==> src/sspsq_params.svh <==
// Offsets, field positions and reset values of the supply sequencer
`ifndef SSPSQ_PARAMS_SVH
`define SSPSQ_PARAMS_SVH

// ----------------------------------------------------------------
// Register offsets (byte addresses)
// ----------------------------------------------------------------
`define SSPSQ_CTRL_OFFSET 8'h00
`define SSPSQ_STATUS_OFFSET 8'h04

// ----------------------------------------------------------------
// Control register fields and reset value
// ----------------------------------------------------------------
`define SSPSQ_CTRL_TIMED_SHDN_BIT 0
`define SSPSQ_CTRL_RESET 32'h0000_0000

// ----------------------------------------------------------------
// Status register fields
// ----------------------------------------------------------------
`define SSPSQ_STAT_STATE_LSB 0
`define SSPSQ_STAT_HB_RUN_BIT 9
`define SSPSQ_STAT_BOOST_BIT 10
`define SSPSQ_STAT_MAINS_SEEN_BIT 11
`define SSPSQ_STAT_FLAGS_LSB 16

// ----------------------------------------------------------------
// Positions of the comparator flags in the synchronised vector
// ----------------------------------------------------------------
`define SSPSQ_F_HV_LOW 0
`define SSPSQ_F_IC_LOW 1
`define SSPSQ_F_IC_START 2
`define SSPSQ_F_REG_START 3
`define SSPSQ_F_BOOST_OK 4
`define SSPSQ_F_EN_BOOST 5
`define SSPSQ_F_EN_FULL 6
`define SSPSQ_F_OTP 7
`define SSPSQ_F_MAINS_LOW 8
`define SSPSQ_F_RESTART_PROT 9
`define SSPSQ_F_SHDN_PROT 10
`define SSPSQ_F_TIMED_ERR 11
`define SSPSQ_F_TMR_UPPER 12
`define SSPSQ_F_TMR_LOWER 13
`define SSPSQ_F_LS_ACTIVE 14
`define SSPSQ_NUM_FLAGS 15

`endif

==> src/sspsq_pkg.sv <==
// Types shared by the supply sequencer modules
package sspsq_pkg;

  // Operating states, one-hot
  typedef enum logic [8:0] {
    SSPSQ_NO_SUPPLY = 9'h001,
    SSPSQ_DISABLED = 9'h002,
    SSPSQ_THERMAL = 9'h004,
    SSPSQ_IC_CHARGE = 9'h008,
    SSPSQ_REG_CHARGE = 9'h010,
    SSPSQ_BOOST_CHARGE = 9'h020,
    SSPSQ_OPERATIONAL = 9'h040,
    SSPSQ_RESTART = 9'h080,
    SSPSQ_SHUTDOWN = 9'h100
  } sspsq_state_t;

  // Timing pin states, one-hot
  typedef enum logic [5:0] {
    SSPSQ_TMR_IDLE = 6'h01,
    SSPSQ_TMR_PROT_CHARGE = 6'h02,
    SSPSQ_TMR_PROT_RELEASE = 6'h04,
    SSPSQ_TMR_RST_CHARGE = 6'h08,
    SSPSQ_TMR_RST_RELEASE = 6'h10,
    SSPSQ_TMR_DUMP = 6'h20
  } sspsq_tmr_state_t;

endpackage

==> src/sspsq_timer_if.sv <==
// Link between the sequencer core and the timing pin controller
`timescale 1ns/10ps
`default_nettype none
interface sspsq_timer_if;
  logic prot_arm;
  logic restart_start;
  logic above_upper;
  logic above_lower;
  logic prot_expired;
  logic force_restart;
  logic restart_due;
  logic charge_slow;
  logic charge_fast;
  logic discharge;

  // Core side
  modport core (
    output prot_arm, restart_start, above_upper, above_lower,
    input prot_expired, force_restart, restart_due,
    input charge_slow, charge_fast, discharge
  );

  // Timer side
  modport timer (
    input prot_arm, restart_start, above_upper, above_lower,
    output prot_expired, force_restart, restart_due,
    output charge_slow, charge_fast, discharge
  );
endinterface
`default_nettype wire

==> src/sspsq_sync.sv <==
// Three-stage synchroniser with agreement filter for comparator flags
`timescale 1ns/10ps
`default_nettype none
module sspsq_sync #(
  parameter int W = 15
) (
  // Clock and reset
  input wire logic pclk,
  input wire logic presetn,
  // Flags
  input wire logic [W-1:0] async_in,
  output logic [W-1:0] sync_out
);
  typedef struct packed {
    logic [W-1:0] s1;
    logic [W-1:0] s2;
    logic [W-1:0] s3;
    logic [W-1:0] q;
  } sspsq_sync_st_t;

  sspsq_sync_st_t r;
  sspsq_sync_st_t n;

  // Stage one feeds only stage two; a bit counts once stages two and
  // three agree, so a single sample caught mid-change is never used
  always_comb begin
    n = r;
    n.s1 = async_in;
    n.s2 = r.s1;
    n.s3 = r.s2;
    for (int i = 0; i < W; i++) begin
      if (r.s2[i] == r.s3[i]) begin
        n.q[i] = r.s3[i];
      end
    end
  end

  always_ff @(posedge pclk or negedge presetn) begin
    if (!presetn) begin
      r <= '0;
    end else begin
      r <= n;
    end
  end

  assign sync_out = r.q;
endmodule // sspsq_sync
`default_nettype wire

==> src/sspsq_timer.sv <==
// Protection and restart timer driving the external RC timing pin
`timescale 1ns/10ps
`default_nettype none
module sspsq_timer
  import sspsq_pkg::*;
(
  // Clock and reset
  input wire logic pclk,
  input wire logic presetn,
  // Link to the core
  sspsq_timer_if.timer tif
);
  typedef struct packed {
    sspsq_tmr_state_t st;
    logic charge_slow;
    logic charge_fast;
    logic discharge;
    logic prot_expired;
    logic force_restart;
    logic restart_due;
  } sspsq_tmr_st_t;

  sspsq_tmr_st_t r;
  sspsq_tmr_st_t n;

  // Timer sequencing; a restart request overrides protection timing
  always_comb begin
    n = r;
    n.prot_expired = 1'b0;
    n.force_restart = 1'b0;
    n.restart_due = 1'b0;
    if (tif.restart_start) begin
      n.st = SSPSQ_TMR_RST_CHARGE;
    end else begin
      case (r.st)
        SSPSQ_TMR_IDLE: begin
          if (tif.above_upper) begin
            n.force_restart = 1'b1;
            n.st = SSPSQ_TMR_DUMP;
          end else if (tif.prot_arm) begin
            n.st = SSPSQ_TMR_PROT_CHARGE;
          end
        end
        SSPSQ_TMR_PROT_CHARGE: begin
          if (tif.above_upper) begin
            n.prot_expired = 1'b1;
            n.st = SSPSQ_TMR_DUMP;
          end else if (!tif.prot_arm) begin
            n.st = SSPSQ_TMR_PROT_RELEASE;
          end
        end
        SSPSQ_TMR_PROT_RELEASE: begin
          // Let the resistor bleed the cap; no action is taken
          if (tif.prot_arm) begin
            n.st = SSPSQ_TMR_PROT_CHARGE;
          end else if (!tif.above_lower) begin
            n.st = SSPSQ_TMR_IDLE;
          end
        end
        SSPSQ_TMR_RST_CHARGE: begin
          if (tif.above_upper) begin
            n.st = SSPSQ_TMR_RST_RELEASE;
          end
        end
        SSPSQ_TMR_RST_RELEASE: begin
          if (!tif.above_lower) begin
            n.restart_due = 1'b1;
            n.st = SSPSQ_TMR_DUMP;
          end
        end
        SSPSQ_TMR_DUMP: begin
          // Hold the switch until the pin falls below the lower level, so the stale charge
          // is not mistaken for an external force
          if (!tif.above_lower) begin
            n.st = SSPSQ_TMR_IDLE;
          end
        end
        default: begin
          n.st = SSPSQ_TMR_IDLE;
        end
      endcase
    end
    // Pin drive follows the coming state
    n.charge_slow = (n.st == SSPSQ_TMR_PROT_CHARGE);
    n.charge_fast = (n.st == SSPSQ_TMR_RST_CHARGE);
    n.discharge = (n.st == SSPSQ_TMR_IDLE) || (n.st == SSPSQ_TMR_DUMP);
  end

  always_ff @(posedge pclk or negedge presetn) begin
    if (!presetn) begin
      r <= '{st: SSPSQ_TMR_IDLE, discharge: 1'b1, default: '0};
    end else begin
      r <= n;
    end
  end

  // Outputs straight from the state register
  assign tif.charge_slow = r.charge_slow;
  assign tif.charge_fast = r.charge_fast;
  assign tif.discharge = r.discharge;
  assign tif.prot_expired = r.prot_expired;
  assign tif.force_restart = r.force_restart;
  assign tif.restart_due = r.restart_due;
endmodule // sspsq_timer
`default_nettype wire

==> src/sspsq_top.sv <==
// Supply state and protection sequencer with APB register access
//
// Added by the designer: the address map and the APB register port.
`timescale 1ns/10ps
`include "sspsq_params.svh"
`default_nettype none

module sspsq_top
  import sspsq_pkg::*;
(
  // Clock and reset
  input wire logic pclk,
  input wire logic presetn,
  // APB slave
  input wire logic psel,
  input wire logic penable,
  input wire logic pwrite,
  input wire logic [7:0] paddr,
  input wire logic [31:0] pwdata,
  output logic [31:0] prdata,
  output logic pready,
  output logic pslverr,
  // Supply comparators
  input wire logic hv_input_below_rst,
  input wire logic ic_supply_below_rst,
  input wire logic ic_supply_start_ok,
  input wire logic regulated_supply_start_ok,
  input wire logic boost_voltage_ok,
  // Enable pin comparators
  input wire logic en_above_boost_threshold,
  input wire logic en_above_full_threshold,
  // Protection flags
  input wire logic overtemp_active,
  input wire logic mains_sense_below_rst,
  input wire logic restart_protection,
  input wire logic shutdown_protection,
  input wire logic timed_error,
  // Timing pin comparators
  input wire logic timer_above_upper_level,
  input wire logic timer_above_lower_level,
  // Half-bridge feedback
  input wire logic hb_low_side_active,
  // Controller and source enables
  output logic boost_controller_en,
  output logic half_bridge_controller_en,
  output logic hb_low_side_force,
  output logic hv_source_en,
  output logic regulator_en,
  // Timing pin drive
  output logic timing_pin_charge_slow,
  output logic timing_pin_charge_fast,
  output logic timing_pin_discharge
);
  import sspsq_pkg::*;

  // ----------------------------------------------------------------
  // State record
  // ----------------------------------------------------------------
  typedef struct packed {
    sspsq_state_t state;
    logic hb_run;
    logic boost_run;
    logic ls_force;
    logic hv_src;
    logic reg_on;
    logic mains_seen_low;
    logic prot_arm;
    logic restart_start;
    logic timed_shdn;
    logic pready;
    logic pslverr;
    logic [31:0] prdata;
  } sspsq_top_st_t;

  sspsq_top_st_t r;
  sspsq_top_st_t n;

  logic [`SSPSQ_NUM_FLAGS-1:0] flags_async;
  logic [`SSPSQ_NUM_FLAGS-1:0] f;

  sspsq_timer_if tif ();

  // ----------------------------------------------------------------
  // Helpers
  // ----------------------------------------------------------------

  // States in which the start-up sequence or normal running is active
  function automatic logic is_active(input sspsq_state_t s);
    return (s == SSPSQ_IC_CHARGE) || (s == SSPSQ_REG_CHARGE) ||
           (s == SSPSQ_BOOST_CHARGE) || (s == SSPSQ_OPERATIONAL);
  endfunction

  // Exact match on all eight address bits
  function automatic logic addr_is(input logic [7:0] a,
                                   input logic [7:0] off);
    return a == off;
  endfunction

  // ----------------------------------------------------------------
  // Flag synchronisation
  // ----------------------------------------------------------------

  // Comparator outputs are analog-domain levels
  assign flags_async = {
    hb_low_side_active,
    timer_above_lower_level,
    timer_above_upper_level,
    timed_error,
    shutdown_protection,
    restart_protection,
    mains_sense_below_rst,
    overtemp_active,
    en_above_full_threshold,
    en_above_boost_threshold,
    boost_voltage_ok,
    regulated_supply_start_ok,
    ic_supply_start_ok,
    ic_supply_below_rst,
    hv_input_below_rst
  };

  sspsq_sync #(
    .W(`SSPSQ_NUM_FLAGS)
  ) u_sync (
    .pclk(pclk),
    .presetn(presetn),
    .async_in(flags_async),
    .sync_out(f)
  );

  sspsq_timer u_timer (
    .pclk(pclk),
    .presetn(presetn),
    .tif(tif.timer)
  );

  // Timer link fed from registers and synchronised comparators
  assign tif.prot_arm = r.prot_arm;
  assign tif.restart_start = r.restart_start;
  assign tif.above_upper = f[`SSPSQ_F_TMR_UPPER];
  assign tif.above_lower = f[`SSPSQ_F_TMR_LOWER];

  // ----------------------------------------------------------------
  // Next-state logic
  // ----------------------------------------------------------------
  always_comb begin
    n = r;
    n.restart_start = 1'b0;

    // Operating state, highest priority first
    if (f[`SSPSQ_F_HV_LOW] && f[`SSPSQ_F_IC_LOW]) begin
      n.state = SSPSQ_NO_SUPPLY;
    end else if (!f[`SSPSQ_F_EN_BOOST]) begin
      n.state = SSPSQ_DISABLED;
    end else if (f[`SSPSQ_F_OTP]) begin
      n.state = SSPSQ_THERMAL;
    end else begin
      case (r.state)
        SSPSQ_NO_SUPPLY, SSPSQ_DISABLED, SSPSQ_THERMAL: begin
          n.state = SSPSQ_IC_CHARGE;
        end
        SSPSQ_SHUTDOWN: begin
          // Latched; only a mains dip and recovery opens it here
          if (f[`SSPSQ_F_MAINS_LOW]) begin
            n.mains_seen_low = 1'b1;
          end else if (r.mains_seen_low) begin
            n.state = SSPSQ_IC_CHARGE;
          end
        end
        SSPSQ_RESTART: begin
          if (tif.restart_due) begin
            n.state = SSPSQ_IC_CHARGE;
          end
        end
        SSPSQ_IC_CHARGE, SSPSQ_REG_CHARGE,
        SSPSQ_BOOST_CHARGE, SSPSQ_OPERATIONAL: begin
          if (f[`SSPSQ_F_SHDN_PROT] ||
              (tif.prot_expired && r.timed_shdn)) begin
            n.state = SSPSQ_SHUTDOWN;
          end else if (f[`SSPSQ_F_RESTART_PROT] || tif.force_restart ||
                       (tif.prot_expired && !r.timed_shdn)) begin
            n.state = SSPSQ_RESTART;
          end else begin
            case (r.state)
              SSPSQ_IC_CHARGE: begin
                if (f[`SSPSQ_F_IC_START]) begin
                  n.state = SSPSQ_REG_CHARGE;
                end
              end
              SSPSQ_REG_CHARGE: begin
                if (f[`SSPSQ_F_REG_START] && f[`SSPSQ_F_IC_START]) begin
                  n.state = SSPSQ_BOOST_CHARGE;
                end
              end
              SSPSQ_BOOST_CHARGE: begin
                if (f[`SSPSQ_F_BOOST_OK]) begin
                  n.state = SSPSQ_OPERATIONAL;
                end
              end
              default: begin
                n.state = r.state;
              end
            endcase
          end
        end
        default: begin
          n.state = SSPSQ_NO_SUPPLY;
        end
      endcase
    end

    // Mains dip memory only lives inside the latched state
    if (n.state != SSPSQ_SHUTDOWN) begin
      n.mains_seen_low = 1'b0;
    end

    // One-cycle timer kick on entry to restart
    n.restart_start = (n.state == SSPSQ_RESTART) &&
                      (r.state != SSPSQ_RESTART);

    // Timed errors only count while the controllers are starting or on
    n.prot_arm = f[`SSPSQ_F_TIMED_ERR] && is_active(n.state);

    // Boost stops at once when its state or enable goes away
    n.boost_run = ((n.state == SSPSQ_BOOST_CHARGE) ||
                   (n.state == SSPSQ_OPERATIONAL)) &&
                  f[`SSPSQ_F_EN_BOOST];

    // Half-bridge finishes to a low-side stroke before stopping, so
    // the bootstrap cap is left charged; a supply reset cuts it hard
    if ((n.state == SSPSQ_OPERATIONAL) && f[`SSPSQ_F_EN_FULL]) begin
      n.hb_run = 1'b1;
    end else if (n.state == SSPSQ_NO_SUPPLY) begin
      n.hb_run = 1'b0;
    end else if (f[`SSPSQ_F_LS_ACTIVE]) begin
      n.hb_run = 1'b0;
    end

    // Low side held on while the enable pin keeps the bridge idle
    n.ls_force = !n.hb_run && !f[`SSPSQ_F_EN_FULL] &&
                 ((n.state == SSPSQ_OPERATIONAL) ||
                  (n.state == SSPSQ_DISABLED));

    // High-voltage source charges the IC supply during start-up
    n.hv_src = (n.state == SSPSQ_IC_CHARGE) ||
               (n.state == SSPSQ_REG_CHARGE) ||
               (n.state == SSPSQ_BOOST_CHARGE) ||
               (n.state == SSPSQ_RESTART);

    // Regulator only after the IC supply cap is full
    n.reg_on = (n.state == SSPSQ_REG_CHARGE) ||
               (n.state == SSPSQ_BOOST_CHARGE) ||
               (n.state == SSPSQ_OPERATIONAL);

    // APB: answer one cycle into the access phase
    n.pready = psel && penable && !r.pready;
    n.pslverr = 1'b0;
    n.prdata = 32'h0000_0000;
    if (n.pready) begin
      if (addr_is(paddr, `SSPSQ_CTRL_OFFSET)) begin
        n.prdata[`SSPSQ_CTRL_TIMED_SHDN_BIT] = r.timed_shdn;
      end else if (addr_is(paddr, `SSPSQ_STATUS_OFFSET)) begin
        n.prdata[`SSPSQ_STAT_STATE_LSB +: 9] = r.state;
        n.prdata[`SSPSQ_STAT_HB_RUN_BIT] = r.hb_run;
        n.prdata[`SSPSQ_STAT_BOOST_BIT] = r.boost_run;
        n.prdata[`SSPSQ_STAT_MAINS_SEEN_BIT] = r.mains_seen_low;
        n.prdata[`SSPSQ_STAT_FLAGS_LSB +: `SSPSQ_NUM_FLAGS] = f;
      end else begin
        n.pslverr = 1'b1;
      end
    end

    // Writes land at the edge where the master sees pready
    if (psel && penable && r.pready && pwrite &&
        addr_is(paddr, `SSPSQ_CTRL_OFFSET)) begin
      n.timed_shdn = pwdata[`SSPSQ_CTRL_TIMED_SHDN_BIT];
    end
  end

  // ----------------------------------------------------------------
  // State register
  // ----------------------------------------------------------------
  always_ff @(posedge pclk or negedge presetn) begin
    if (!presetn) begin
      r <= '{
        state: SSPSQ_NO_SUPPLY,
        timed_shdn: 1'(`SSPSQ_CTRL_RESET >> `SSPSQ_CTRL_TIMED_SHDN_BIT),
        prdata: 32'h0000_0000,
        default: '0
      };
    end else begin
      r <= n;
    end
  end

  // ----------------------------------------------------------------
  // Outputs
  // ----------------------------------------------------------------

  // All straight from flip-flops
  assign prdata = r.prdata;
  assign pready = r.pready;
  assign pslverr = r.pslverr;
  assign boost_controller_en = r.boost_run;
  assign half_bridge_controller_en = r.hb_run;
  assign hb_low_side_force = r.ls_force;
  assign hv_source_en = r.hv_src;
  assign regulator_en = r.reg_on;
  assign timing_pin_charge_slow = tif.charge_slow;
  assign timing_pin_charge_fast = tif.charge_fast;
  assign timing_pin_discharge = tif.discharge;
endmodule // sspsq_top
`default_nettype wire

==> config.mk <==
export PLATFORM = sky130hd
export DESIGN_NAME = sspsq_top
export DESIGN_NICKNAME = d
export VERILOG_FILES = /design/src/sspsq_pkg.sv /design/src/sspsq_timer_if.sv /design/src/sspsq_sync.sv /design/src/sspsq_timer.sv /design/src/sspsq_top.sv
export VERILOG_INCLUDE_DIRS = /design/src
export SDC_FILE = /design/constraint.sdc
export NUM_CORES = 1
export LEC_CHECK = 0
export BUFFER_PORTS_ARGS = -buffer_cell sky130_fd_sc_hd__buf_2
export CORE_MARGIN = 5
export CORE_UTILIZATION = 60
export CTS_BUF_LIST = sky130_fd_sc_hd__clkbuf_4 sky130_fd_sc_hd__clkbuf_8
export DETAILED_ROUTE_END_ITERATION = 10
export GPL_ROUTABILITY_DRIVEN = 0
export MAX_ROUTING_LAYER = met4
export PLACE_DENSITY_LB_ADDON = 0.15
export REMOVE_ABC_BUFFERS = 1
export SLEW_MARGIN = 25
export SYNTH_ARGS = -nofsm -noshare
export SYNTH_HDL_FRONTEND = slang
export SYNTH_HIERARCHICAL = 1
export SYNTH_SLANG_ARGS = --single-unit
==> constraint.sdc <==
create_clock -name pclk -period 4.66 [get_ports pclk]
set_input_delay 0.233 -clock pclk [delete_from_list [all_inputs] [get_ports pclk]]
set_output_delay 0.233 -clock pclk [all_outputs]
set_load 0.05 [all_outputs]
# Word level (Yosys, flattened, before mapping)
# Cells that the tools add are included.
# Widths: inputs -> output; s select.
[word_totals]
reg_bits = 119
out_inout_bits = 42
[op_classes]
muxes = 48
n_reduce_logical = 38
eq_ne = 46
[op_table]
columns = ["operator", "count"]
rows = [
  ["$mux 9", 11],
  ["$mux 6", 9],
  ["$mux 15", 3],
  ["$pmux 6 s6", 1],
  ["$pmux 9 s4", 1],
  ["$pmux 9 s3", 1],
  ["$mux 12", 2],
  ["$eq 9x1->1 const B", 2],
  ["$eq 9x2->1 const B", 2],
  ["$eq 9x4->1 const B", 2],
  ["$eq 9x5->1 const B", 2],
  ["$eq 9x6->1 const B", 2],
  ["$eq 9x7->1 const B", 2],
  ["$eq 9x8->1 const B", 2],
  ["$mux 1", 18],
  ["$eq 1x1->1", 15],
  ["$logic_and 1x1->1", 15],
  ["$eq 6x1->1 const B", 2],
  ["$eq 6x2->1 const B", 2],
  ["$eq 6x4->1 const B", 2],
  ["$eq 6x6->1 const B", 2],
  ["$logic_or 1x1->1", 12],
  ["$mux 11", 1],
  ["$eq 9x3->1 const B", 1],
  ["other kinds (15)", 20],
]

# Longest topological paths before layout
# Gate-level depths: netlist of run 1.
[logic_depth]
depth_word = 15
ltp_mapped = 6
ltp_nobuf = 5

# Hierarchy
# Netlist of run 1, hierarchy kept.
[modules_own_cells]
columns = ["module", "seq_area_each_um2", "instances", "cells_per_inst", "area_each_um2"]
rows = [
  ["sspsq_top", 1177.4, 1, 213, 2204.6],
  ["sspsq_sync", 1501.4, 1, 90, 1783.0],
  ["sspsq_timer", 302.8, 1, 82, 789.5],
]

# Least setup slack after synthesis of run 1
# No wires, ideal clock.
[synth_timing]
path_kind = "register -> register"
from = "reg r[46] in the netlist's numbering"
to = "reg r (netlist bit hb_low_side_force)"
stages_incl_launch_ff = 6
setup_ns = 0.067
arrival_ns = 2.169
setup_slack_ns = 2.424
cell_sequence = "dfrtp_1 -> or4_4 -> or3_4 -> a2111o_1 -> a21oi_4 -> o221a_1"
[synth_rtl]
columns = ["item", "line_no", "source"]
rows = [
  ["from (decl)", "sspsq_top.sv:75", "sspsq_top_st_t r;"],
  ["from (signal assigned)", "sspsq_top.sv:285", "r <= '{"],
  ["from (signal assigned)", "sspsq_top.sv:292", "r <= n;"],
]

==> results.txt, run 1 <==
----------------------------------------------------
[Cells and area]
  Number of nets at the end of the flow ... 489
  Antenna diode count ... 0
  Number of fill cells ... 554
  End-of-flow core utilization ... 70.1%
  Fraction of layout cells with a size suffix above 1 ... 29.9%
  Flip-flop and latch area ... 2980 um2
  Area overhead of the layout relative to synthesis ... 13.4%
  Top library cells by usage in the layout, fill and taps aside ... sky130_fd_sc_hd__dfrtp_1, sky130_fd_sc_hd__buf_2, sky130_fd_sc_hd__and2_1, sky130_fd_sc_hd__clkbuf_8
  Most common cell after layout, fill and taps aside ... sky130_fd_sc_hd__dfrtp_1
  Combined area of the multi-input logic cells ... 1360 um2

[Detailed routing]
  Per-cell via count in the routed design ... 5.22
  Drt initial violations ... 184
  Initial DRT Pass Iterations ... 4
  Routed length per instance ... 14.5 um
  Routed wire length ... 7870 um
  Antenna Violating Nets Remaining ... 0
  Total via count after detailed routing ... 2839
  Drc violations ... 0

[Placement]
  Port Buffers ... 65
  HPWL after detailed placement ... 5210 um
  Pre-CTS worst setup slack ... 2240 ps

[Timing]
  Minimum period implied by the final worst setup slack ... 2460 ps
  Final critical-path setup slack ... 2200 ps
  Number of failing setup endpoints in the final timing report ... 0
  Number of pins with negative max-slew slack in the final report ... 0
  Final cycle utilization of the critical path ... 52.8%
  Clock Skew ... 13.8 ps
  Worst rel slew slack ... 51.0%
  Worst hold-check slack ... 69.4 ps
  Count of endpoints failing hold in the final timing report ... 0
  Actual slew at the worst max-slew pin ... 735 ps
  Setup repair after global routing missed its margin ... false
  Setup_tns ... 0 ps
  FMAX ... 406 MHz

[Outcome]
  Run status ... complete, no violations

[Min path]
  Worst Hold Class ... input pin to flop

[Clock tree]
  Clock Tree Buf Depth ... 2
  CTS HTree Levels ... 4
  Number of buffers inserted to repair setup after CTS ... 0
  TritonCTS clock tree ... yes
  Clock latency on the worst-skew pair ... 410 ps
  Clock sinks ... 119
  CTS buffer count ... 17
  Clock slew at the register clock pins of the worst setup and hold paths ... 70 ps
  Clock tree root driver cell ... sky130_fd_sc_hd__clkbuf_8

[Synthesis]
  Number of synthesized register bits ... 119
  Share of synthesized area occupied by flip-flops and latches ... 62.4%
  Share of async-settable or async-resettable flops after synthesis ... 100%
  Number of distinct library cell variants in the gate-level netlist after synthesis ... 60
  Warnings, synthesis ... 6
  Post-synth EDFFs ... 0
  Most frequently used flop master after synthesis ... sky130_fd_sc_hd__dfrtp_1
  Post-synthesis instance total ... 385
  Synth Cell Area ... 4780 um2
  Synthesized area per cell ... 12.4 um2

[Global route]
  Maximum number of pins on one net before global-route repair ... 76
  Total overflow reported by the global router ... 0
  GRT Util Overall ... 18.3%
  Number of antenna violations at the first check in global routing ... 0
  Wire length of the first global-routing pass ... 13700 um
  Via count of the first global-routing pass ... 2847

[Critical path]
  Worst setup EP type ... flop
  Critical path data required time ... 5010 ps
  Maximum fanout along the worst path ... 7
  CP arrival ... 2810 ps
  Flop-to-flop setup slack ... 2200 ps
  Startpoint Class ... flop
  Worst setup path class ... flop to flop

[Job]
  Max-cap violations ... 0

[Floorplanning]
  Area enclosed by the die boundary ... 9850 um2
  Placeable Area ... 7730 um2
  Standard-cell rows ... 32
  Effective utilization at floorplan ... 61.8%
  Ports ... 102
  Width of the chip ... 99.2 um
  Die Height ... 99.2 um

[Pwr]
  Max VDD drop ... 0.246 mV
  Leakage power of the design ... 2.66 nW
  Power density over cell area ... 453 nW/um2

----------------------------------------------------
kinds of logic (layout without fill, tap and decap cells):
| family | Yosys count | after routing | share of synthesized area [%] |
|---|---|---|---|
| DFF | 119 | 119 | 62.4 |
| adders and majority gates | 16 | 16 | 3.77 |
| xor gates and xnor gates | 5 | 5 | 0.917 |
| buffers and inverters | 70 | 123 | 9.53 |
| other | 1 | 5 | 0.0785 |
| muxes | 2 | 2 | 0.445 |
| AOI/OAI and AO/OA | 53 | 53 | 8.22 |
| and+or+nand+nor | 119 | 119 | 14.6 |
report_power, final:
part / total (mW) / switching, mW / internal [mW]
clock: 0.981 / 0.439 / 0.542
combinational: 0.315 / 0.180 / 0.135
sequential: 1.16 / 0.0628 / 1.10
registers in the layout, summed over array words and instances, names as in the netlist:
register	cells
u_timer/tif.force_restart	1
u_timer/r	6
pready	1
u_sync/sync_out	15
tif.prot_arm	1
u_timer/tif.restart_due	1
regulator_en	1
u_timer/tif.charge_fast	1
pslverr	1
r	11
tif.restart_start	1
hb_low_side_force	1
hv_source_en	1
u_timer/tif.charge_slow	1
u_sync/r	15
boost_controller_en	1
half_bridge_controller_en	1
u_timer/tif.discharge	1
prdata	27
u_timer/tif.prot_expired	1
u_sync/n	30
critical path, cell delays in order, from the launching register on:
cell and delay (ps):
sky130_fd_sc_hd__dfrtp_1 460, sky130_fd_sc_hd__or4_4 560, sky130_fd_sc_hd__or3_4 420, sky130_fd_sc_hd__a2111o_1 550, sky130_fd_sc_hd__a21oi_4 200, sky130_fd_sc_hd__o221a_1 200
per-layer routing:
metal | part of all wire (%) | wire (um) | up-vias | track usage [%]
li1 | - | - | 1372 | -
met1 | 45 | 3560 | 1368 | 24.4
met2 | 47 | 3680 | 89 | 26.1
met3 | 6.7 | 524 | 10 | 6.24
met4 | 1.4 | 108 | 0 | 7.14
met5 | 0 | 0 | - | -
final timing paths:
path,depth (start not counted),end,from
max in group asynchronous,3,u_sync/sync_out[11],presetn
min in group asynchronous,2,u_sync/r[18],presetn
max reg2reg,5,hb_low_side_force,r[46]
min,2,r[34],pwdata[0]
max,5,hb_low_side_force,r[46]
min reg2reg,0,u_sync/n[23],u_sync/n[38]
Yosys cell counts, types with 3 or more instances:
master	number	share of area, %
sky130_fd_sc_hd__maj3_2	16	3.8
sky130_fd_sc_hd__o32ai_1	3	0.55
sky130_fd_sc_hd__dfrtp_1	116	61
sky130_fd_sc_hd__a21o_1	3	0.47
sky130_fd_sc_hd__nor4_1	6	0.79
sky130_fd_sc_hd__and2_1	25	3.3
sky130_fd_sc_hd__nor3_1	15	1.6
sky130_fd_sc_hd__buf_4	47	7.4
sky130_fd_sc_hd__nand2_1	15	1.2
sky130_fd_sc_hd__nand3_1	4	0.42
sky130_fd_sc_hd__dfstp_2	3	1.7
sky130_fd_sc_hd__o21ai_0	7	0.73
sky130_fd_sc_hd__nor2b_1	7	0.92
sky130_fd_sc_hd__a21oi_1	14	1.5
sky130_fd_sc_hd__nor2_1	14	1.1
sky130_fd_sc_hd__clkbuf_1	11	0.86
sky130_fd_sc_hd__nand4_1	3	0.39
sky130_fd_sc_hd__o211a_1	3	0.63
sky130_fd_sc_hd__xor2_1	3	0.55
sky130_fd_sc_hd__nand2b_1	4	0.52
sky130_fd_sc_hd__inv_1	9	0.71
sky130_fd_sc_hd__and3_1	4	0.52
through the flow:
step / instance area [um2] / std cells / total power [mW]
3_5_place_dp: 4830 / 496 / 1.48
2_1_floorplan: 4370 / 328 / 1.39
4_1_cts: 5410 / 544 / 2.47
6_report: 5420 / 544 / 2.46
3_3_place_gp: 4830 / 496 / 1.47
5_1_grt: 5420 / 544 / 2.58
layout make-up:
cell class	instances	share of cell area, %
inverter	9	0.624
clock buffer	17	4.32
timing repair buffer	82	9.21
multi-input combinational	200	25.0
tap	102	2.36
sequential	119	55.0
clock inverter	15	3.44
repair_timing:
action	in CTS	in global routing
resized for setup	0	0
hold buffers	16	0
hold endpoints to repair	88	0
Power figures use the tool's default switching activity.
==> run 2: changes to the inputs <==
--- a/config.mk
+++ b/config.mk
@@ -8,7 +8,7 @@
 export LEC_CHECK = 0
 export BUFFER_PORTS_ARGS = -buffer_cell sky130_fd_sc_hd__buf_2
 export CORE_MARGIN = 5
-export CORE_UTILIZATION = 60
+export CORE_UTILIZATION = 56
 export CTS_BUF_LIST = sky130_fd_sc_hd__clkbuf_4 sky130_fd_sc_hd__clkbuf_8
 export DETAILED_ROUTE_END_ITERATION = 10
 export GPL_ROUTABILITY_DRIVEN = 0
==> constraint.sdc (replaced) <==
create_clock -name pclk -period 2.3 [get_ports pclk]
set_input_delay 0.115 -clock pclk [delete_from_list [all_inputs] [get_ports pclk]]
set_output_delay 0.115 -clock pclk [all_outputs]
set_load 0.05 [all_outputs]
==> run 2 against run 1 <==
Against the previous run:
- utilization fell by 3.3 points
- sequential share of layout area shrank 1.0 points
- critical path depth unchanged
- non-clock buffer count up 13
- hold slack improved by 7.3 ps
- worst setup slack worse by 2100 ps
- critical path type unchanged
- register-to-register slack got worse by 2100 ps
- routed wire length rose by 2.4%
- clock-buffer cell count unchanged
==> results.txt, run 2 (synthesis results as in run 1) <==
----------------------------------------------------
[Outcome]
  Run status ... complete, no violations (unchanged)

[Cells and area]
  Area overhead of the layout relative to synthesis ... 15.6% (was 13.4%)
  Number of nets at the end of the flow ... 502 (was 489)
  Number of flip-flops in the largest register ... 30 (unchanged)
  End-of-flow core utilization ... 66.8% (was 70.1%)
  Design Area, Final ... 5520 um2 (was 5420 um2)
  Top library cells by usage in the layout, fill and taps aside ... sky130_fd_sc_hd__dfrtp_1, sky130_fd_sc_hd__buf_2, sky130_fd_sc_hd__and2_1, sky130_fd_sc_hd__dlygate4sd3_1, sky130_fd_sc_hd__clkbuf_8 (was sky130_fd_sc_hd__dfrtp_1, sky130_fd_sc_hd__buf_2, sky130_fd_sc_hd__and2_1, sky130_fd_sc_hd__clkbuf_8)
  Antenna diode count ... 0 (unchanged)
  Most common cell after layout, fill and taps aside ... sky130_fd_sc_hd__dfrtp_1 (unchanged)
  Fraction of layout cells with a size suffix above 1 ... 31.0% (was 29.9%)

[Critical path]
  Flop-to-flop setup slack ... 120 ps (was 2200 ps)
  Startpoint Class ... flop (unchanged)
  Maximum fanout along the worst path ... 3 (was 7)
  Critical path data required time ... 2650 ps (was 5010 ps)
  Worst setup EP type ... flop (unchanged)
  R2R Path End ... hb_low_side_force (unchanged)
  Worst setup path class ... flop to flop (unchanged)
  CP arrival ... 2530 ps (was 2810 ps)
  Worst R2R Start ... r[46] (unchanged)
  Number of cells traversed by the worst register-to-register path ... 5 (unchanged)

[Job]
  Max-cap violations ... 0 (unchanged)

[Timing]
  Setup repair after global routing missed its margin ... false (unchanged)
  Clock Skew ... 9.85 ps (was 13.8 ps)
  Number of failing setup endpoints in the final timing report ... 0 (unchanged)
  Final cycle utilization of the critical path ... 94.8% (was 52.8%)
  Setup_tns ... 0 ps (unchanged)
  Final critical-path setup slack ... 119 ps (was 2200 ps)
  Count of endpoints failing hold in the final timing report ... 0 (unchanged)
  FMAX ... 458 MHz (was 406 MHz)
  Worst hold-check slack ... 76.7 ps (was 69.4 ps)
  Actual slew at the worst max-slew pin ... 600 ps (was 735 ps)
  Worst rel slew slack ... 60.0% (was 51.0%)
  Minimum period implied by the final worst setup slack ... 2180 ps (was 2460 ps)
  Number of pins with negative max-slew slack in the final report ... 0 (unchanged)

[Global route]
  GRT Util Overall ... 17.6% (was 18.3%)
  Total overflow reported by the global router ... 0 (unchanged)
  Via count of the first global-routing pass ... 2902 (was 2847)
  Wire length of the first global-routing pass ... 13900 um (was 13700 um)
  Maximum number of pins on one net before global-route repair ... 120 (was 76)
  Number of antenna violations at the first check in global routing ... 0 (unchanged)

[Detailed routing]
  Met2 wirelength from detailed routing ... 3730 um (was 3680 um)
  Drt initial violations ... 175 (was 184)
  Total via count after detailed routing ... 2931 (was 2839)
  Routed wire length ... 8060 um (was 7870 um)
  Routed length per instance ... 14.4 um (was 14.5 um)
  Initial DRT Pass Iterations ... 4 (unchanged)
  Drc violations ... 0 (unchanged)
  Met3 routed WL ... 607 um (was 524 um)
  Top routing layer used ... met4 (unchanged)
  Met1 WL ... 3630 um (was 3560 um)
  Per-cell via count in the routed design ... 5.23 (was 5.22)
  Antenna Violating Nets Remaining ... 0 (unchanged)

[Min path]
  Hold Path Depth ... 5 (was 2)
  Hold Path Sink ... prdata[0] (was r[34])
  Start point of the worst min-delay path ... paddr[1] (was pwdata[0])
  Worst Hold Class ... input pin to flop (unchanged)

[Floorplanning]
  Effective utilization at floorplan ... 57.8% (was 61.8%)
  Area enclosed by the die boundary ... 10500 um2 (was 9850 um2)
  Ports ... 102 (unchanged)
  Placeable Area ... 8260 um2 (was 7730 um2)
  Standard-cell rows ... 33 (was 32)
  Die Height ... 102 um (was 99.2 um)
  Width of the chip ... 102 um (was 99.2 um)

[Placement]
  Pre-CTS worst setup slack ... 91.4 ps (was 2240 ps)
  Dpl cell area ... 4920 um2 (was 4830 um2)
  HPWL after detailed placement ... 5230 um (was 5210 um)
  Port Buffers ... 65 (unchanged)

[Clock tree]
  TritonCTS clock tree ... yes (unchanged)
  CTS HTree Levels ... 4 (unchanged)
  Clock sinks ... 119 (unchanged)
  Clock latency on the worst-skew pair ... 410 ps (about the same)
  Clock slew at the register clock pins of the worst setup and hold paths ... 70 ps (about the same)
  Clock Tree Buf Depth ... 2 (unchanged)
  CTS buffer count ... 17 (unchanged)
  Clock tree root driver cell ... sky130_fd_sc_hd__clkbuf_8 (unchanged)

[Pwr]
  Max VDD drop ... 0.463 mV (was 0.246 mV)
  Leakage power of the design ... 2.71 nW (was 2.66 nW)
  Power density over cell area ... 886 nW/um2 (was 453 nW/um2)

----------------------------------------------------
run 2: worst max-delay path, cell delays in order, from the launching register on:
cell	delay [ps]
sky130_fd_sc_hd__dfrtp_1	380
sky130_fd_sc_hd__or4_4	530
sky130_fd_sc_hd__or3_4	410
sky130_fd_sc_hd__a2111o_1	450
sky130_fd_sc_hd__a21oi_4	160
sky130_fd_sc_hd__o221a_1	190
run 2: cell type report:
class	instances	area, um2
Fill cell	626	2740
Timing Repair Buffer	95	616
Sequential cell	119	2980
Clock inverter	15	169
Clock buffer	17	234
Inverter	9	33.8
Tap cell	105	131
Multi-Input combinational cell	200	1360
run 2: through the flow:
step	total power, mW	instances
after floorplan	2.82	328
after global placement	3.00	508
after detailed placement	3.03	508
after CTS	4.94	560
after global routing	5.13	560
final	4.89	560
run 2: worst max path at each step:
| stage | cells past startpoint | slack, ps | startpoint | to |
|---|---|---|---|---|
| 3_3_place_gp | 5 | 120 | r[46] | hb_low_side_force |
| 4_1_cts | 5 | 70 | r[46] | hb_low_side_force |
| 2_1_floorplan | 5 | 60 | r[46] | hb_low_side_force |
| 3_5_place_dp | 5 | 90 | r[46] | hb_low_side_force |
| 5_1_grt | 5 | 40 | r[46] | hb_low_side_force |
| 6_report | 5 | 120 | r[46] | hb_low_side_force |
run 2: what timing repair did:
action                     CTS  global route
resized for setup            0             0
buffers inserted             0             0
setup endpoints to repair    0             1
hold buffers                20             0
hold endpoints to repair   135             0
run 2: report_power, final:
group	internal, mW	leakage, nW	switching [mW]	total, mW
Sequential	2.22	1.51	0.118	2.34
Clock	0.988	0.196	0.886	1.87
Combinational	0.289	1.01	0.389	0.678
Total	3.50	2.71	1.39	4.89
run 2: metal layers:
layer  track usage (%)  vias up
met5                 -        -
met4              6.56        0
met3              5.32       10
met2              25.6      108
met1              23.5     1411
li1                  -     1402
==> run 3: changes to the inputs <==
--- a/config.mk
+++ b/config.mk
@@ -7,13 +7,15 @@
 export NUM_CORES = 1
 export LEC_CHECK = 0
 export BUFFER_PORTS_ARGS = -buffer_cell sky130_fd_sc_hd__buf_2
+export CELL_PAD_IN_SITES_DETAIL_PLACEMENT = 1
+export CELL_PAD_IN_SITES_GLOBAL_PLACEMENT = 2
 export CORE_MARGIN = 5
-export CORE_UTILIZATION = 56
+export CORE_UTILIZATION = 37
 export CTS_BUF_LIST = sky130_fd_sc_hd__clkbuf_4 sky130_fd_sc_hd__clkbuf_8
 export DETAILED_ROUTE_END_ITERATION = 10
 export GPL_ROUTABILITY_DRIVEN = 0
 export MAX_ROUTING_LAYER = met4
-export PLACE_DENSITY_LB_ADDON = 0.15
+export PLACE_DENSITY_LB_ADDON = 0.1
 export REMOVE_ABC_BUFFERS = 1
 export SLEW_MARGIN = 25
 export SYNTH_ARGS = -nofsm -noshare
==> run 3 against run 2 <==
Against the previous run:
- sequential share of layout area decreased by 1.1 points
- hold slack improved by 15 ps
- cell count increased by 13%
- sequential cell count unchanged
- die area increased by 46%
- total power increased by 0.66%
- clock-buffer cell count increased by 4
- clock skew increased by 3.0 ps
- maximum frequency decreased by 1.6%
- clock power about the same
==> results.txt, run 3 (synthesis results as in run 1) <==
----------------------------------------------------
[Outcome]
  Run status ... complete, no violations (unchanged)

[Timing]
  Actual slew at the worst max-slew pin ... 551 ps (was 600 ps)
  Count of endpoints failing hold in the final timing report ... 0 (unchanged)
  Minimum period implied by the final worst setup slack ... 2220 ps (was 2180 ps)
  FMAX ... 451 MHz (was 458 MHz)
  Clock Skew ... 12.8 ps (was 9.85 ps)
  Setup_tns ... 0 ps (unchanged)
  Final cycle utilization of the critical path ... 96.4% (was 94.8%)
  Setup repair after global routing missed its margin ... false (unchanged)
  Number of pins with negative max-slew slack in the final report ... 0 (unchanged)
  Worst rel slew slack ... 63.3% (was 60.0%)
  Number of failing setup endpoints in the final timing report ... 0 (unchanged)

[Pwr]
  Max VDD drop ... 0.443 mV (was 0.463 mV)
  Fraction of power spent switching nets ... 27.5% (was 28.5%)
  Power dissipated by switching net loads ... 1.36 mW (was 1.39 mW)
  Tot Pwr ... 4.93 mW (was 4.89 mW)
  Share of power burned in registers ... 47.3% (was 47.8%)
  Power density over cell area ... 873 nW/um2 (was 886 nW/um2)
  Leakage power of the design ... 2.73 nW (was 2.71 nW)
  Internal ... 3.57 mW (was 3.50 mW)
  Clock network fraction of design power ... 38.0% (was 38.3%)
  Fraction of power consumed by combinational cells ... 14.6% (was 13.9%)

[Floorplanning]
  Area enclosed by the die boundary ... 15300 um2 (was 10500 um2)
  Width of the chip ... 124 um (was 102 um)
  Die Height ... 124 um (was 102 um)
  Standard-cell rows ... 41 (was 33)
  Ports ... 102 (unchanged)
  Effective utilization at floorplan ... 37.9% (was 57.8%)
  Placeable Area ... 12600 um2 (was 8260 um2)

[Clock tree]
  Clock slew at the register clock pins of the worst setup and hold paths ... 70 ps (about the same)
  CTS buffer count ... 17 (unchanged)
  CTS HTree Levels ... 4 (unchanged)
  Clock tree root driver cell ... sky130_fd_sc_hd__clkbuf_8 (unchanged)
  Clock Tree Buf Depth ... 2 (unchanged)
  Clock latency on the worst-skew pair ... 430 ps (was 410 ps)
  Clock sinks ... 119 (unchanged)
  TritonCTS clock tree ... yes (unchanged)

[Job]
  Max-cap violations ... 0 (unchanged)

[Detailed routing]
  Per-cell via count in the routed design ... 4.69 (was 5.23)
  Routed wire length ... 9590 um (was 8060 um)
  Total via count after detailed routing ... 2962 (was 2931)
  Drt initial violations ... 112 (was 175)
  Routed length per instance ... 15.2 um (was 14.4 um)
  Antenna Violating Nets Remaining ... 0 (unchanged)
  Drc violations ... 0 (unchanged)
  Initial DRT Pass Iterations ... 5 (was 4)

[Min path]
  Worst Hold Class ... input pin to flop (unchanged)
  Hold Path Sink ... prdata[0] (unchanged)
  Hold Path Depth ... 5 (unchanged)
  Start point of the worst min-delay path ... paddr[0] (was paddr[1])

[Cells and area]
  Fraction of layout cells with a size suffix above 1 ... 31.8% (was 31.0%)
  Number of flip-flops in the largest register ... 30 (unchanged)
  Area overhead of the layout relative to synthesis ... 18.0% (was 15.6%)
  Number of nets at the end of the flow ... 506 (was 502)
  Most common cell after layout, fill and taps aside ... sky130_fd_sc_hd__dfrtp_1 (unchanged)
  Top library cells by usage in the layout, fill and taps aside ... sky130_fd_sc_hd__dfrtp_1, sky130_fd_sc_hd__buf_2, sky130_fd_sc_hd__and2_1, sky130_fd_sc_hd__dlygate4sd3_1, sky130_fd_sc_hd__clkbuf_8 (unchanged)

[Critical path]
  Critical path data required time ... 2640 ps (was 2650 ps)
  CP arrival ... 2560 ps (was 2530 ps)
  Worst setup path class ... flop to flop (unchanged)
  Worst R2R Start ... r[46] (unchanged)
  Number of cells traversed by the worst register-to-register path ... 5 (unchanged)
  Startpoint Class ... flop (unchanged)
  R2R Path End ... hv_source_en (was hb_low_side_force)
  Maximum fanout along the worst path ... 5 (was 3)
  Worst setup EP type ... flop (unchanged)
  Flop-to-flop setup slack ... 80 ps (was 120 ps)

[Global route]
  Total overflow reported by the global router ... 0 (unchanged)
  Via count of the first global-routing pass ... 3114 (was 2902)
  Maximum number of pins on one net before global-route repair ... 48 (was 120)
  Number of antenna violations at the first check in global routing ... 0 (unchanged)
  Wire length of the first global-routing pass ... 15700 um (was 13900 um)
  GRT Util Overall ... 13.9% (was 17.6%)

[Placement]
  HPWL after detailed placement ... 6570 um (was 5230 um)
  Port Buffers ... 65 (unchanged)

----------------------------------------------------
==> run 3: cell types whose count changed in the layout (fill, tap and decap cells not counted) <==
cell and change:
sky130_fd_sc_hd__clkbuf_4 +2, sky130_fd_sc_hd__diode_2 +1, sky130_fd_sc_hd__clkbuf_8 +2, sky130_fd_sc_hd__inv_8 -1
sky130_fd_sc_hd__clkinv_4 -1, sky130_fd_sc_hd__nor3_2 +1, sky130_fd_sc_hd__inv_6 -4, sky130_fd_sc_hd__clkinv_2 +2
sky130_fd_sc_hd__buf_4 +4, sky130_fd_sc_hd__nor3_1 -1
==> run 3: critical path, stage by stage, from the launching register on <==
cell	delay (ps)
sky130_fd_sc_hd__dfrtp_1	380
sky130_fd_sc_hd__or4_4	530
sky130_fd_sc_hd__or3_4	410
sky130_fd_sc_hd__a2111o_1	480
sky130_fd_sc_hd__buf_4	180
sky130_fd_sc_hd__o221ai_1	150
==> run 3: worst max-delay path by stage <==
stage	startpoint	end	slack, ps	cells past startpoint
5_1_grt	r[45]	hv_source_en	30	5
3_3_place_gp	r[46]	hb_low_side_force	120	5
6_report	r[46]	hv_source_en	80	5
2_1_floorplan	r[46]	hb_low_side_force	60	5
4_1_cts	r[46]	hv_source_en	80	5
3_5_place_dp	r[46]	hv_source_en	80	5
==> run 3: what timing repair did <==
action,4_1_cts,5_1_grt
hold buffers,20,0
endpoints found under the setup margin,0,1
hold endpoints to repair,57,0
resized for setup,0,1
setup buffers,0,0
==> run 3: layer usage <==
layer / vias up / track usage (%) / routed length, um
met3: 9 / 3.81 / 448
li1: 1396 / - / -
met4: 0 / 6.16 / 121
met1: 1482 / 18.3 / 4620
met5: - / - / 0
met2: 75 / 20.1 / 4400
==> run 3: power by group through the flow <==
stage | Combinational [mW] | Sequential [mW] | Clock (mW)
global placement | 0.689 | 2.37 | 0
global route | 0.792 | 2.35 | 2.04
floorplan | 0.416 | 2.40 | 0
detailed placement | 0.697 | 2.37 | 0
finish | 0.720 | 2.33 | 1.87
CTS | 0.726 | 2.33 | 1.95
==> run 3: layout make-up <==
| class | instances | area [um2] |
|---|---|---|
| antenna | 1 | 2.50 |
| clock buffer | 21 | 277 |
| clock inverter | 11 | 124 |
| fill | 1355 | 6980 |
| inverter | 9 | 33.8 |
| multi-input combinational | 200 | 1360 |
| sequential | 119 | 2980 |
| tap | 172 | 215 |
| timing repair buffer | 99 | 646 |
==> run 3: metrics by stage <==
stage          instance area, um2  setup WS [ps]  utilization (%)  std cells  hold WS, ps
6_report                     5640           82.9             44.7        632         91.6
3_5_place_dp                 5030           82.4             39.9        579          147
3_3_place_gp                 5030            115             39.9        579          134
2_1_floorplan                4370           63.9                -        328         -181
5_1_grt                      5640           34.2             44.7        631         62.6
4_1_cts                      5630           76.6             44.6        631         52.3
